### src/pwio_defs.svh
/*
  Constants of the parallel word I/O unit: register selects, control/status
  bit positions, reset values, default straps and pulse timing.
  Assumes it is included by bare name into the modules that need it.
*/
`ifndef PWIO_DEFS_SVH
`define PWIO_DEFS_SVH

// ==========================================================
// Register selects from bus address bits 2:1
`define PWIO_SEL_CSR 2'h0
`define PWIO_SEL_OUT 2'h1
`define PWIO_SEL_IN 2'h2
`define PWIO_SEL_NONE 2'h3

// ==========================================================
// Control/status bit positions
`define PWIO_CSR_REQ_B 15
`define PWIO_CSR_REQ_A 7
`define PWIO_CSR_EN_A 6
`define PWIO_CSR_EN_B 5
`define PWIO_CSR_CMD1 1
`define PWIO_CSR_CMD0 0
`define PWIO_CSR_UNUSED 16'h7F1C

// ==========================================================
// Reset values and default straps (control/status at 167770, vector 300)
`define PWIO_WORD_RST 16'h0000
`define PWIO_DEF_ADDR_STRAP 10'h1FF
`define PWIO_DEF_VEC_STRAP 5'h18

// ==========================================================
// Pulse timing: 300 ns at a 4 ns clock, least time rounded up
`define PWIO_PULSE_NS 300
`define PWIO_CLK_NS 4
`define PWIO_PULSE_CYC ((`PWIO_PULSE_NS + `PWIO_CLK_NS - 1) / `PWIO_CLK_NS)

`endif

### src/pwio_pkg.sv
/*
  Types of the parallel word I/O unit.
  Assumes nothing beyond a SystemVerilog compiler.
*/
package pwio_pkg;
  // ==========================================================
  // Bus slave states
  typedef enum logic [0:0] {
    PWIO_IDLE = 1'b0,
    PWIO_REPLY = 1'b1
  } pwio_bus_state_t;
endpackage : pwio_pkg

### src/pwio_skid.sv
/*
  Two-entry buffer with valid and ready on both sides.
  Assumes one clock, asynchronous active-low reset, synchronous flush.
*/
`timescale 1ns/1ps
module pwio_skid #(
  parameter int W = 16
) (
  input wire logic core_clk,
  input wire logic reset_n,
  input wire logic flush,
  input wire logic in_valid,
  output logic in_ready,
  input wire logic [W-1:0] in_data,
  output logic out_valid,
  input wire logic out_ready,
  output logic [W-1:0] out_data
);
  logic [W-1:0] mem_q [2];
  logic wr_ptr_q, rd_ptr_q;
  logic [1:0] count_q;
  wire push = in_valid && in_ready;
  wire pop = out_valid && out_ready;

  // ==========================================================
  // Width check
  initial begin
    if (W < 1) begin
      $error("pwio_skid: width must be positive");
    end
  end

  // Honest full and empty from the entry count
  assign in_ready = (count_q != 2'h2);
  assign out_valid = (count_q != 2'h0);
  assign out_data = mem_q[rd_ptr_q];

  // ==========================================================
  // Storage, no reset needed on the data words
  always_ff @(posedge core_clk) begin
    if (push) begin
      mem_q[wr_ptr_q] <= in_data;
    end
  end

  // Pointers and count
  always_ff @(posedge core_clk or negedge reset_n) begin
    if (!reset_n) begin
      wr_ptr_q <= 1'b0;
      rd_ptr_q <= 1'b0;
      count_q <= 2'h0;
    end else if (flush) begin
      wr_ptr_q <= 1'b0;
      rd_ptr_q <= 1'b0;
      count_q <= 2'h0;
    end else begin
      wr_ptr_q <= wr_ptr_q ^ push;
      rd_ptr_q <= rd_ptr_q ^ pop;
      count_q <= count_q + {1'b0, push} - {1'b0, pop};
    end
  end
endmodule : pwio_skid

### src/pwio_unit.sv
/*
  Parallel word I/O unit: output word buffer with loaded pulse, unstored
  input gate with accepted pulse, two request lines with vectored interrupts.
  Assumes a word-wide handshaked host bus, synchronous pins, straps held static.
*/
`timescale 1ns/1ps
`include "pwio_defs.svh"
module pwio_unit import pwio_pkg::*; #(
  parameter int DATA_W = 16,
  parameter int PULSE_CYC = `PWIO_PULSE_CYC
) (
  input wire logic core_clk,
  input wire logic reset_n,
  input wire logic system_initialize_in,
  input wire logic [15:0] bus_addr,
  input wire logic bus_io_page,
  input wire logic bus_rd,
  input wire logic bus_wr,
  input wire logic [DATA_W-1:0] bus_wdata,
  output logic [DATA_W-1:0] bus_rdata,
  output logic bus_reply,
  output logic irq_req,
  input wire logic irq_ack,
  output logic [15:0] irq_vector,
  output logic irq_vector_valid,
  input wire logic [12:3] address_strap,
  input wire logic [7:3] vector_strap,
  input wire logic [DATA_W-1:0] input_lines,
  output logic [DATA_W-1:0] output_lines,
  input wire logic user_out_ready,
  output logic output_loaded_pulse,
  output logic input_accepted_pulse,
  input wire logic first_request_in,
  input wire logic second_request_in,
  input wire logic loopback_en,
  output logic user_command_bit_zero,
  output logic user_command_bit_one
);
  // ==========================================================
  // Elaboration checks: layout is fixed at one 16-bit word
  initial begin
    if (DATA_W != 16) begin
      $error("pwio_unit: DATA_W must be 16");
    end
    if (PULSE_CYC < 1 || PULSE_CYC > 127) begin
      $error("pwio_unit: PULSE_CYC out of range");
    end
  end

  pwio_bus_state_t state_q, state_d;
  logic [DATA_W-1:0] out_word_q, rdata_q, lines_q, vec_q;
  logic reply_q, en_a_q, en_b_q, cmd0_q, cmd1_q;
  logic pend_a_q, pend_b_q, arm_a_q, arm_b_q, irq_q, vec_valid_q;
  logic [12:3] addr_strap_q;
  logic [7:3] vec_strap_q;
  logic skid_ready, skid_valid;
  logic [DATA_W-1:0] skid_data;
  logic [1:0] pulse_start, pulse_q;

  // ==========================================================
  // Strap capture, resampled on every clock after reset release
  // default strap pattern
  always_ff @(posedge core_clk or negedge reset_n) begin
    if (!reset_n) begin
      addr_strap_q <= `PWIO_DEF_ADDR_STRAP;
      vec_strap_q <= `PWIO_DEF_VEC_STRAP;
    end else begin
      addr_strap_q <= address_strap;
      vec_strap_q <= vector_strap;
    end
  end

  // ==========================================================
  // Address decode and register select
  wire [1:0] sel = bus_addr[2:1];
  wire base_hit = bus_io_page && (bus_addr[12:3] == addr_strap_q);
  wire hit = base_hit && (sel != `PWIO_SEL_NONE);
  wire strobe = bus_rd || bus_wr;
  // A full buffer holds off the reply, so no output word is dropped
  wire out_block = bus_wr && (sel == `PWIO_SEL_OUT) && !skid_ready;
  wire take = (state_q == PWIO_IDLE) && strobe && hit && !out_block && !system_initialize_in;
  wire wr_csr = take && bus_wr && (sel == `PWIO_SEL_CSR);
  wire wr_out = take && bus_wr && (sel == `PWIO_SEL_OUT);
  wire rd_in = take && bus_rd && (sel == `PWIO_SEL_IN);

  // ==========================================================
  // Request levels; loopback mirrors command bits
  // loopback of command bits
  wire lvl_a = loopback_en ? cmd0_q : first_request_in;
  wire lvl_b = loopback_en ? cmd1_q : second_request_in;
  wire [15:0] csr_img = {lvl_b, 7'h00, lvl_a, en_a_q, en_b_q, 3'h0, cmd1_q, cmd0_q};
  // input gate is the live line level, never stored
  wire [DATA_W-1:0] rd_mux = (sel == `PWIO_SEL_CSR) ? csr_img :
                             (sel == `PWIO_SEL_OUT) ? out_word_q : input_lines;

  // ==========================================================
  // Bus slave state
  always_comb begin
    state_d = state_q;
    case (state_q)
      PWIO_IDLE: begin
        if (take) begin
          state_d = PWIO_REPLY;
        end
      end
      PWIO_REPLY: begin
        if (!strobe) begin
          state_d = PWIO_IDLE;
        end
      end
      default: begin
        state_d = PWIO_IDLE;
      end
    endcase
  end

  // Reply and read data stand until the strobe drops
  always_ff @(posedge core_clk or negedge reset_n) begin
    if (!reset_n) begin
      state_q <= PWIO_IDLE;
      reply_q <= 1'b0;
      rdata_q <= `PWIO_WORD_RST;
    end else begin
      state_q <= state_d;
      reply_q <= (state_d == PWIO_REPLY);
      rdata_q <= take ? (bus_rd ? rd_mux : `PWIO_WORD_RST) : (state_d == PWIO_REPLY) ? rdata_q : `PWIO_WORD_RST;
    end
  end

  // ==========================================================
  // Host registers: output word and control/status fields
  // writes and initialize
  always_ff @(posedge core_clk or negedge reset_n) begin
    if (!reset_n) begin
      out_word_q <= `PWIO_WORD_RST;
      {en_a_q, en_b_q, cmd1_q, cmd0_q} <= 4'h0;
    end else if (system_initialize_in) begin
      out_word_q <= `PWIO_WORD_RST;
      {en_a_q, en_b_q, cmd1_q, cmd0_q} <= 4'h0;
    end else begin
      if (wr_out) begin
        out_word_q <= bus_wdata;
      end
      if (wr_csr) begin
        en_a_q <= bus_wdata[`PWIO_CSR_EN_A];
        en_b_q <= bus_wdata[`PWIO_CSR_EN_B];
        cmd1_q <= bus_wdata[`PWIO_CSR_CMD1];
        cmd0_q <= bus_wdata[`PWIO_CSR_CMD0];
      end
    end
  end

  // ==========================================================
  // Output path: buffer drains one word per finished pulse
  pwio_skid #(.W(DATA_W)) u_skid (
    .core_clk(core_clk),
    .reset_n(reset_n),
    .flush(system_initialize_in),
    .in_valid(wr_out),
    .in_ready(skid_ready),
    .in_data(bus_wdata),
    .out_valid(skid_valid),
    .out_ready(pulse_start[0]),
    .out_data(skid_data)
  );

  // a new word waits for the previous trailing edge
  assign pulse_start[0] = skid_valid && user_out_ready && !pulse_q[0] && !system_initialize_in;
  // read of the input gate starts the accepted pulse
  assign pulse_start[1] = rd_in;

  // output lines follow each drained word
  always_ff @(posedge core_clk or negedge reset_n) begin
    if (!reset_n) begin
      lines_q <= `PWIO_WORD_RST;
    end else if (system_initialize_in) begin
      lines_q <= `PWIO_WORD_RST;
    end else if (pulse_start[0]) begin
      lines_q <= skid_data;
    end
  end

  // ==========================================================
  // Pulse generators; a retrigger restarts the full width
  for (genvar i = 0; i < 2; i++) begin : g_pulse
    logic [6:0] cnt_q;
    logic [6:0] len_q;
    always_ff @(posedge core_clk or negedge reset_n) begin
      if (!reset_n) begin
        pulse_q[i] <= 1'b0;
        cnt_q <= 7'h00;
      end else if (pulse_start[i]) begin
        pulse_q[i] <= 1'b1;
        cnt_q <= 7'(PULSE_CYC);
      end else if (pulse_q[i]) begin
        pulse_q[i] <= (cnt_q != 7'h01);
        cnt_q <= cnt_q - 7'h01;
      end
    end
    // Helper: length of the current high run, read only by checks
    always_ff @(posedge core_clk or negedge reset_n) begin
      if (!reset_n) begin
        len_q <= 7'h00;
      end else begin
        len_q <= pulse_start[i] ? 7'h00 : (pulse_q[i] ? len_q + 7'h01 : 7'h00);
      end
    end
  end

  // ==========================================================
  // Interrupt request flops; the set wins over an acknowledge
  wire arm_a = lvl_a && en_a_q;
  wire arm_b = lvl_b && en_b_q;
  wire rise_a = arm_a && !arm_a_q;
  wire rise_b = arm_b && !arm_b_q;
  wire ack_a = irq_ack && pend_a_q;
  wire ack_b = irq_ack && !pend_a_q && pend_b_q;
  wire pend_a_d = rise_a || (pend_a_q && !ack_a);
  wire pend_b_d = rise_b || (pend_b_q && !ack_b);

  always_ff @(posedge core_clk or negedge reset_n) begin
    if (!reset_n) begin
      {pend_a_q, pend_b_q, arm_a_q, arm_b_q, irq_q, vec_valid_q} <= 6'h00;
      vec_q <= `PWIO_WORD_RST;
    end else if (system_initialize_in) begin
      {pend_a_q, pend_b_q, arm_a_q, arm_b_q, irq_q, vec_valid_q} <= 6'h00;
      vec_q <= `PWIO_WORD_RST;
    end else begin
      pend_a_q <= pend_a_d;
      pend_b_q <= pend_b_d;
      arm_a_q <= arm_a;
      arm_b_q <= arm_b;
      irq_q <= pend_a_d || pend_b_d;
      vec_valid_q <= ack_a || ack_b;
      if (ack_a || ack_b) begin
        // strap bits 7..3, bit 2 picks the source
        vec_q <= {8'h00, vec_strap_q, ack_b, 2'h0};
      end
    end
  end

  // ==========================================================
  // Outputs, all straight from flops
  assign bus_rdata = rdata_q;
  assign bus_reply = reply_q;
  assign irq_req = irq_q;
  assign irq_vector = vec_q;
  assign irq_vector_valid = vec_valid_q;
  assign output_lines = lines_q;
  assign output_loaded_pulse = pulse_q[0];
  assign input_accepted_pulse = pulse_q[1];
  assign user_command_bit_zero = cmd0_q;
  assign user_command_bit_one = cmd1_q;
endmodule : pwio_unit

### config.mk
export PLATFORM = sky130hd
export DESIGN_NAME = pwio_unit
export DESIGN_NICKNAME = d
export VERILOG_FILES = /design/src/pwio_pkg.sv /design/src/pwio_skid.sv /design/src/pwio_unit.sv
export VERILOG_INCLUDE_DIRS = /design/src
export SDC_FILE = /design/constraint.sdc
export NUM_CORES = 1
export LEC_CHECK = 0
export BUFFER_PORTS_ARGS = -buffer_cell sky130_fd_sc_hd__buf_2
export CELL_PAD_IN_SITES_DETAIL_PLACEMENT = 0
export CELL_PAD_IN_SITES_GLOBAL_PLACEMENT = 2
export CORE_ASPECT_RATIO = 0.75
export CORE_MARGIN = 2
export CORE_UTILIZATION = 31
export CTS_BUF_LIST = sky130_fd_sc_hd__clkbuf_2 sky130_fd_sc_hd__clkbuf_4 sky130_fd_sc_hd__clkbuf_8
export CTS_CLUSTER_SIZE = 8
export DETAILED_ROUTE_END_ITERATION = 8
export HOLD_SLACK_MARGIN = 0.06
export PLACE_DENSITY_LB_ADDON = 0.1
export SLEW_MARGIN = 15
export SYNTH_ARGS = -nofsm -noshare
export SYNTH_HDL_FRONTEND = slang
export SYNTH_SLANG_ARGS = --single-unit
export TNS_END_PERCENT = 1
### constraint.sdc
create_clock -name core_clk -period 2.55 [get_ports core_clk]
set_input_delay 0.1275 -clock core_clk [delete_from_list [all_inputs] [get_ports core_clk]]
set_output_delay 0.1275 -clock core_clk [all_outputs]
set_load 0.005 [all_outputs]
### Word-level counts from Yosys, hierarchy flattened

Memory sizes are Yosys's and may differ from the RTL's.
Cells that the tools add are included.

* bits in writable memories: 32
* memories: 1
* bits in registers: 110
* input port bits: 74
* output and inout bits: 55
* logic and storage cells: 132

Memory list
* u_skid.mem_q: words 2, width 16, read ports 1, clocked after memory_dff 0, wr ports 1, line pwio_skid.sv:19 `logic [W-1:0] mem_q [2];`

* bitwise logic cells: 3
* eq/ne operators: 8
* $add $sub $neg: 4
* reduce and logical (&&, ||, !) cells: 49
* mux-type cells: 43

Operator list (number)
* 2-to-1 mux 16 bit: 11
* 2-to-1 mux 7 bit: 4
* logical AND 1 bit: 27
* 2-to-1 mux 1 bit: 26
* inequality test 7 x 1 -> 1 bit, second input constant: 2
* nonzero test 2 bit: 7
* subtractor 7 x 1 -> 7 bit, second input constant: 2
* == test 10 bit: 1
* logical NOT 1 bit: 9
* inequality test 2 bit, second input constant: 3
* logical OR 1 bit: 5
* adder 2 x 1 -> 2 bit: 1
* == test 2 x 1 -> 1 bit, second input constant: 1
* == test 2 bit, second input constant: 1
* logical NOT 2 bit: 1
* 2-to-1 mux 2 bit: 1
* case mux 1 bit (2 select lines): 1
* subtractor 2 x 1 -> 2 bit: 1
* bitwise XOR 1 bit: 2
* inverter 1 bit: 1

### Logic depth before layout (Yosys ltp)

* depth after elaboration: 12
* gate-level depth with buffers: 10
* depth with buffers taken out: 10

### Modules after synthesis

A second synthesis with hierarchy kept.

* cells, all modules: 445
* area total of the unflattened synthesis: 5564.1 µm²

Modules (own cells, without submodules)
* pwio_unit: cells an instance 373, times used 1, seq. area each 2416.1 µm², area each 4151.5 µm²
* pwio_skid: cells an instance 72, times used 1, seq. area each 1061.0 µm², area each 1412.6 µm²

### Worst setup path after synthesis

OpenSTA, ideal clock, no wires.

* path type: register -> register
* from: register addr_strap_q[7] (netlist name)
* to: memory u_skid.mem_q[0][0], enable pin
* arrival time: 1.882 ns
* stages on the path, launching flop included: 6
* period minus slack after synthesis: 2.255 ns
* path slack: 0.295 ns
* setup time: 0.374 ns
* required time: 2.176 ns
* path buffers: 0
* cell sequence: dfstp_2 > xor2_1 > nor4_1 > nand4_1 > nor2_1 > ha_1

* cells in the longest elaborated chain, start to end: 11

RTL lines
* from (decl): line pwio_unit.sv:54 `logic [12:3] addr_strap_q;`
* from (signal assigned): line pwio_unit.sv:65 `` addr_strap_q <= `PWIO_DEF_ADDR_STRAP; ``
* from (signal assigned): line pwio_unit.sv:68 `addr_strap_q <= address_strap;`
* == test 10 bit: line pwio_unit.sv:76 `wire base_hit = bus_io_page && (bus_addr[12:3] == addr_strap_q);`
* logical AND 1 bit: line pwio_unit.sv:76
* logical AND 1 bit: line pwio_unit.sv:77 `` wire hit = base_hit && (sel != `PWIO_SEL_NONE); ``
* logical AND 1 bit (3 in a row): line pwio_unit.sv:81 `wire take = (state_q == PWIO_IDLE) && strobe && hit && !out_block && !system_initialize_in;`
* logical AND 1 bit (2 in a row): line pwio_unit.sv:83 `` wire wr_out = take && bus_wr && (sel == `PWIO_SEL_OUT); ``
* logical AND 1 bit: line pwio_skid.sv:22 `wire push = in_valid && in_ready;`
* 2-to-1 mux 1 bit: line pwio_skid.sv:41 `if (push) begin`
* 2-to-1 mux 1 bit (implied by the code): line pwio_skid.sv:42 `mem_q[wr_ptr_q] <= in_data;`
* to (decl): line pwio_skid.sv:19

Every way passes these cells.

### Worst setup path in the final report

* from: register addr_strap_q[9] (netlist name)
* to: register out_word_q[15]

* cells in the longest elaborated chain, start to end: 9

RTL lines
* == test 10 bit: line pwio_unit.sv:76
* logical AND 1 bit: line pwio_unit.sv:76
* logical AND 1 bit: line pwio_unit.sv:77
* logical AND 1 bit (3 in a row): line pwio_unit.sv:81
* logical AND 1 bit (2 in a row): line pwio_unit.sv:83
* nonzero test 2 bit (no source line)
* to (signal assigned): line pwio_unit.sv:135 `` out_word_q <= `PWIO_WORD_RST; ``
* to (signal assigned): line pwio_unit.sv:138 `` out_word_q <= `PWIO_WORD_RST; ``
* to (signal assigned): line pwio_unit.sv:142 `out_word_q <= bus_wdata;`
* to (decl): line pwio_unit.sv:51 `logic [DATA_W-1:0] out_word_q, rdata_q, lines_q, vec_q;`

Every way passes these cells.
A chain may end at the register's enable or synchronous reset.

==> out/metrics.yaml <==
status:
  status: "complete, no violations"
die:
  fp.coreArea_um2: 17700
  start_util: 0.317
  std_cell_rows: 42
  io_pins: 129
  dieArea_um2: 19200
  dieHeight_um: 121
  fp.dieW_um: 159
placed_design:
  post_dp_cell_area_um2: 6470
  gp_congestion: 0.796
  io_buffers: 114
  dp_hpwl_um: 9230
grt:
  overflow: 0
  grt_pass1_vias: 3809
  grt_max_degree: 50
  grt_pass1_wl_um: 20900
  antenna_found_initial: 0
  grt_usage: 0.143
logic_synthesis:
  ys_types: 46
  syn_inst: 448
  netlist_area_um2: 5620
  async_flop_share: 0.758
  ys_seq_area_frac: 0.619
  synth_flop_cell: "dfrtp_1"
  synth_warnings: 0
  synth-seq-cells: 132
  syn_avg_cell_area_um2: 12.5
  synth_edf_count: 32
worst_setup_path:
  path_max_fanout: 12
  end_kind: "register"
  cp.arrival_ns: 2.63
  reg2reg_from: "addr_strap_q[9]"
  cp_cell_sequence: "xor2_1 > nor4_2 > and2_1 > and3_4 > mux2_2"
  worst-path-buf-inv: 0
  ff2ff_setup_slack_ns: 0.24
  reg2regPathDepth: 5
  max_stage_delay_ns: 0.53
  start_kind: "register"
  crit_slowest_cell: "dfstp_2"
  critPathTopFamily: "simple AND/OR/NAND/NOR gates"
  rr_endpoint: "out_word_q[15]"
  crit_type: "reg -> reg"
  crit_required_ns: 2.87
clock_tree:
  post_cts_resize_count: 0
  cts_root_buffer: "clkbuf_8"
  clkTransAtPathRegs_ns: 0.08
  cts_tree: "done"
  cts_max_path_buffers: 2
  h-tree-depth: 4
  cts_inserted_buffers: 17
  clkLatencyLatePin_ns: 0.45
  cts_sinks: 132
detailed_routing:
  route.detailed.drc: 0
  drtIter0Drc: 277
  num_vias: 3900
  ant_nets: 0
  routed_wirelength_um: 13200
  first_pass_iters: 4
  wl_per_cell_um: 15.0
  routed_via_density: 4.44
timing:
  finalWorstPathRequiredPeriod_ns: 2.31
  fmax_mhz: 432
  setup_tns_ns: 0
  worstMarginPinSlew_ns: 0.715
  rsz0062_at_grt: "false"
  final_hold_viol_count: 0
  fin_crit_sh: 0.908
  final_max_slew_viol_count: 0
  final.setup_skew_ns: 0.0179
  maxSlewHeadroom: 0.520
  finalSetupViolCount: 0
finish:
  design_area_um2: 7360
  fin_nets: 705
  area_growth_syn_to_layout_pct: 31.1
  fillers: 1703
  diodes: 0
  drive_gt1_frac: 0.300
pwr:
  powerDensity_nw_per_um2: 640
  p_leak_nw: 3.36
  irDropWorstVdd_uv: 267
min_path:
  hold_end: "input_accepted_pulse"
  holdCritStartpoint: "bus_rd"
  holdCritPathClass: "in -> reg"
  whs_path_depth: 3
job:
  drv_cap: 0
[what timing repair did]
item                                    in CTS  in global routing
buffers inserted                             0                  0
hold endpoints to repair                   128                  0
endpoints found under the setup margin       0                  0
hold buffers                                51                  0
[worst max path at each step]
stage                               start            endpoint  slack (ns)  cells past startpoint
after floorplan           addr_strap_q[7]  u_skid.mem_q[0][0]        0.29                      5
after global placement    addr_strap_q[9]       out_word_q[2]        0.24                      5
after detailed placement  addr_strap_q[9]       out_word_q[2]        0.22                      5
after CTS                 addr_strap_q[9]      out_word_q[15]        0.19                      5
after global routing      addr_strap_q[9]      out_word_q[15]        0.07                      5
final                     addr_strap_q[9]      out_word_q[15]        0.24                      5
[cell families after synthesis]
| logic type | count (synthesis) | synth area share |
|---|---|---|
| other cells | 1 | 0.000668 |
| flops | 132 | 0.619 |
| buf+inv | 43 | 0.0426 |
| mux | 41 | 0.0829 |
| simple gates | 132 | 0.122 |
| xor+xnor | 24 | 0.0374 |
| compound gates | 67 | 0.0775 |
| fa+ha+maj | 8 | 0.0178 |
[placed cells by master (no fill, tap or decap), types with 5 or more instances in the layout]
cell	netlist	layout
edfxtp_1	32	32
clkbuf_8	0	17
dfstp_2	11	11
dlygate4sd3_1	0	51
buf_4	11	11
xor2_1	15	15
nor2b_1	15	15
nand3_1	5	5
a221o_1	8	8
nand2_1	27	27
a211oi_1	17	17
inv_6	0	6
nor2_1	44	44
ha_1	8	8
o21ai_0	20	20
conb_1	1	10
a21oi_1	16	16
mux2_4	10	10
inv_1	12	12
mux2i_1	27	27
buf_2	4	113
dfrtp_1	89	89
xnor2_1	9	9
nand4_1	10	10
and2_1	9	9
[final cells by class]
cell class              instances  area (µm²)  share of cell area
repair buffers                178        1220               0.165
flip-flops and latches        132        3480               0.472
multi-input cells             282        1940               0.263
well taps                     242         303              0.0411
clock buffers                  18         241              0.0328
clock inverters                14         140              0.0190
inverters                      12        45.0             0.00612
[sequential cells by signal, indices dropped and copies added (netlist names), 2 cells and up]
signal / cells
vec_strap_q: 5
out_word_q: 16
bus_rdata: 16
irq_vector: 6
output_lines: 16
addr_strap_q: 10
u_skid.mem_q: 32
g_pulse.cnt_q: 14
u_skid.count_q: 2
[power breakdown]
group / total (mW) / switching [mW] / internal, mW / leakage, nW
logic: 0.552 / 0.274 / 0.278 / 1.57
registers: 2.43 / 0.127 / 2.30 / 1.59
clock network: 1.74 / 0.926 / 0.812 / 0.196
[Yosys cell counts, types with 2 or more instances]
master	n	area, µm²
nor4b_1	2	17.5
a22oi_1	2	15.0
dfstp_2	11	289
nor4_1	2	12.5
nand2b_1	2	12.5
nor2b_1	15	93.8
and4_4	2	22.5
nand4_1	10	62.6
nand3_1	5	25.0
a32o_1	2	20.0
buf_2	4	20.0
buf_6	2	22.5
buf_1	3	11.3
xor2_1	15	131
mux2_4	10	150
xnor2_1	9	78.8
dfrtp_1	89	2230
and2_1	9	56.3
nor3_1	2	10.0
edfxtp_1	32	961
inv_1	12	45.0
mux2_2	4	45.0
and3_1	2	12.5
a211oi_1	17	128
nor3b_1	2	15.0
nor2_1	44	165
clkbuf_1	10	37.5
a221o_1	8	80.1
o21ai_0	20	100
ha_1	8	100
a21oi_1	16	80.1
mux2i_1	27	270
nand2_1	27	101
buf_4	11	82.6
[metal layers]
layer / up-vias / GRT usage / routed length (µm)
met1: 1875 / 0.210 / 6830
met3: 10 / 0.0525 / 873
li1: 1904 / - / -
met4: 0 / 0.0500 / 147
met2: 111 / 0.190 / 5330
met5: - / 0 / 0
[per-stage QoR]
| step | worst slack, ns | cells | power [mW] | hold WS (ns) | utilization |
|---|---|---|---|---|---|
| floorplan | 0.295 | 457 | 2.78 | -0.168 | - |
| global placement | 0.241 | 795 | 2.96 | 0.197 | 0.365 |
| detailed placement | 0.216 | 795 | 2.97 | 0.198 | 0.365 |
| CTS | 0.189 | 878 | 4.79 | 0.131 | 0.416 |
| global route | 0.0716 | 878 | 4.97 | 0.134 | 0.416 |
| finish | 0.236 | 878 | 4.72 | 0.151 | 0.416 |
[worst min-delay path, cell delays in order]
cell	delay (ns)
buf_2	0.13
nand4_1	0.23
nand2_1	0.08
Power figures use the tool's default switching activity.
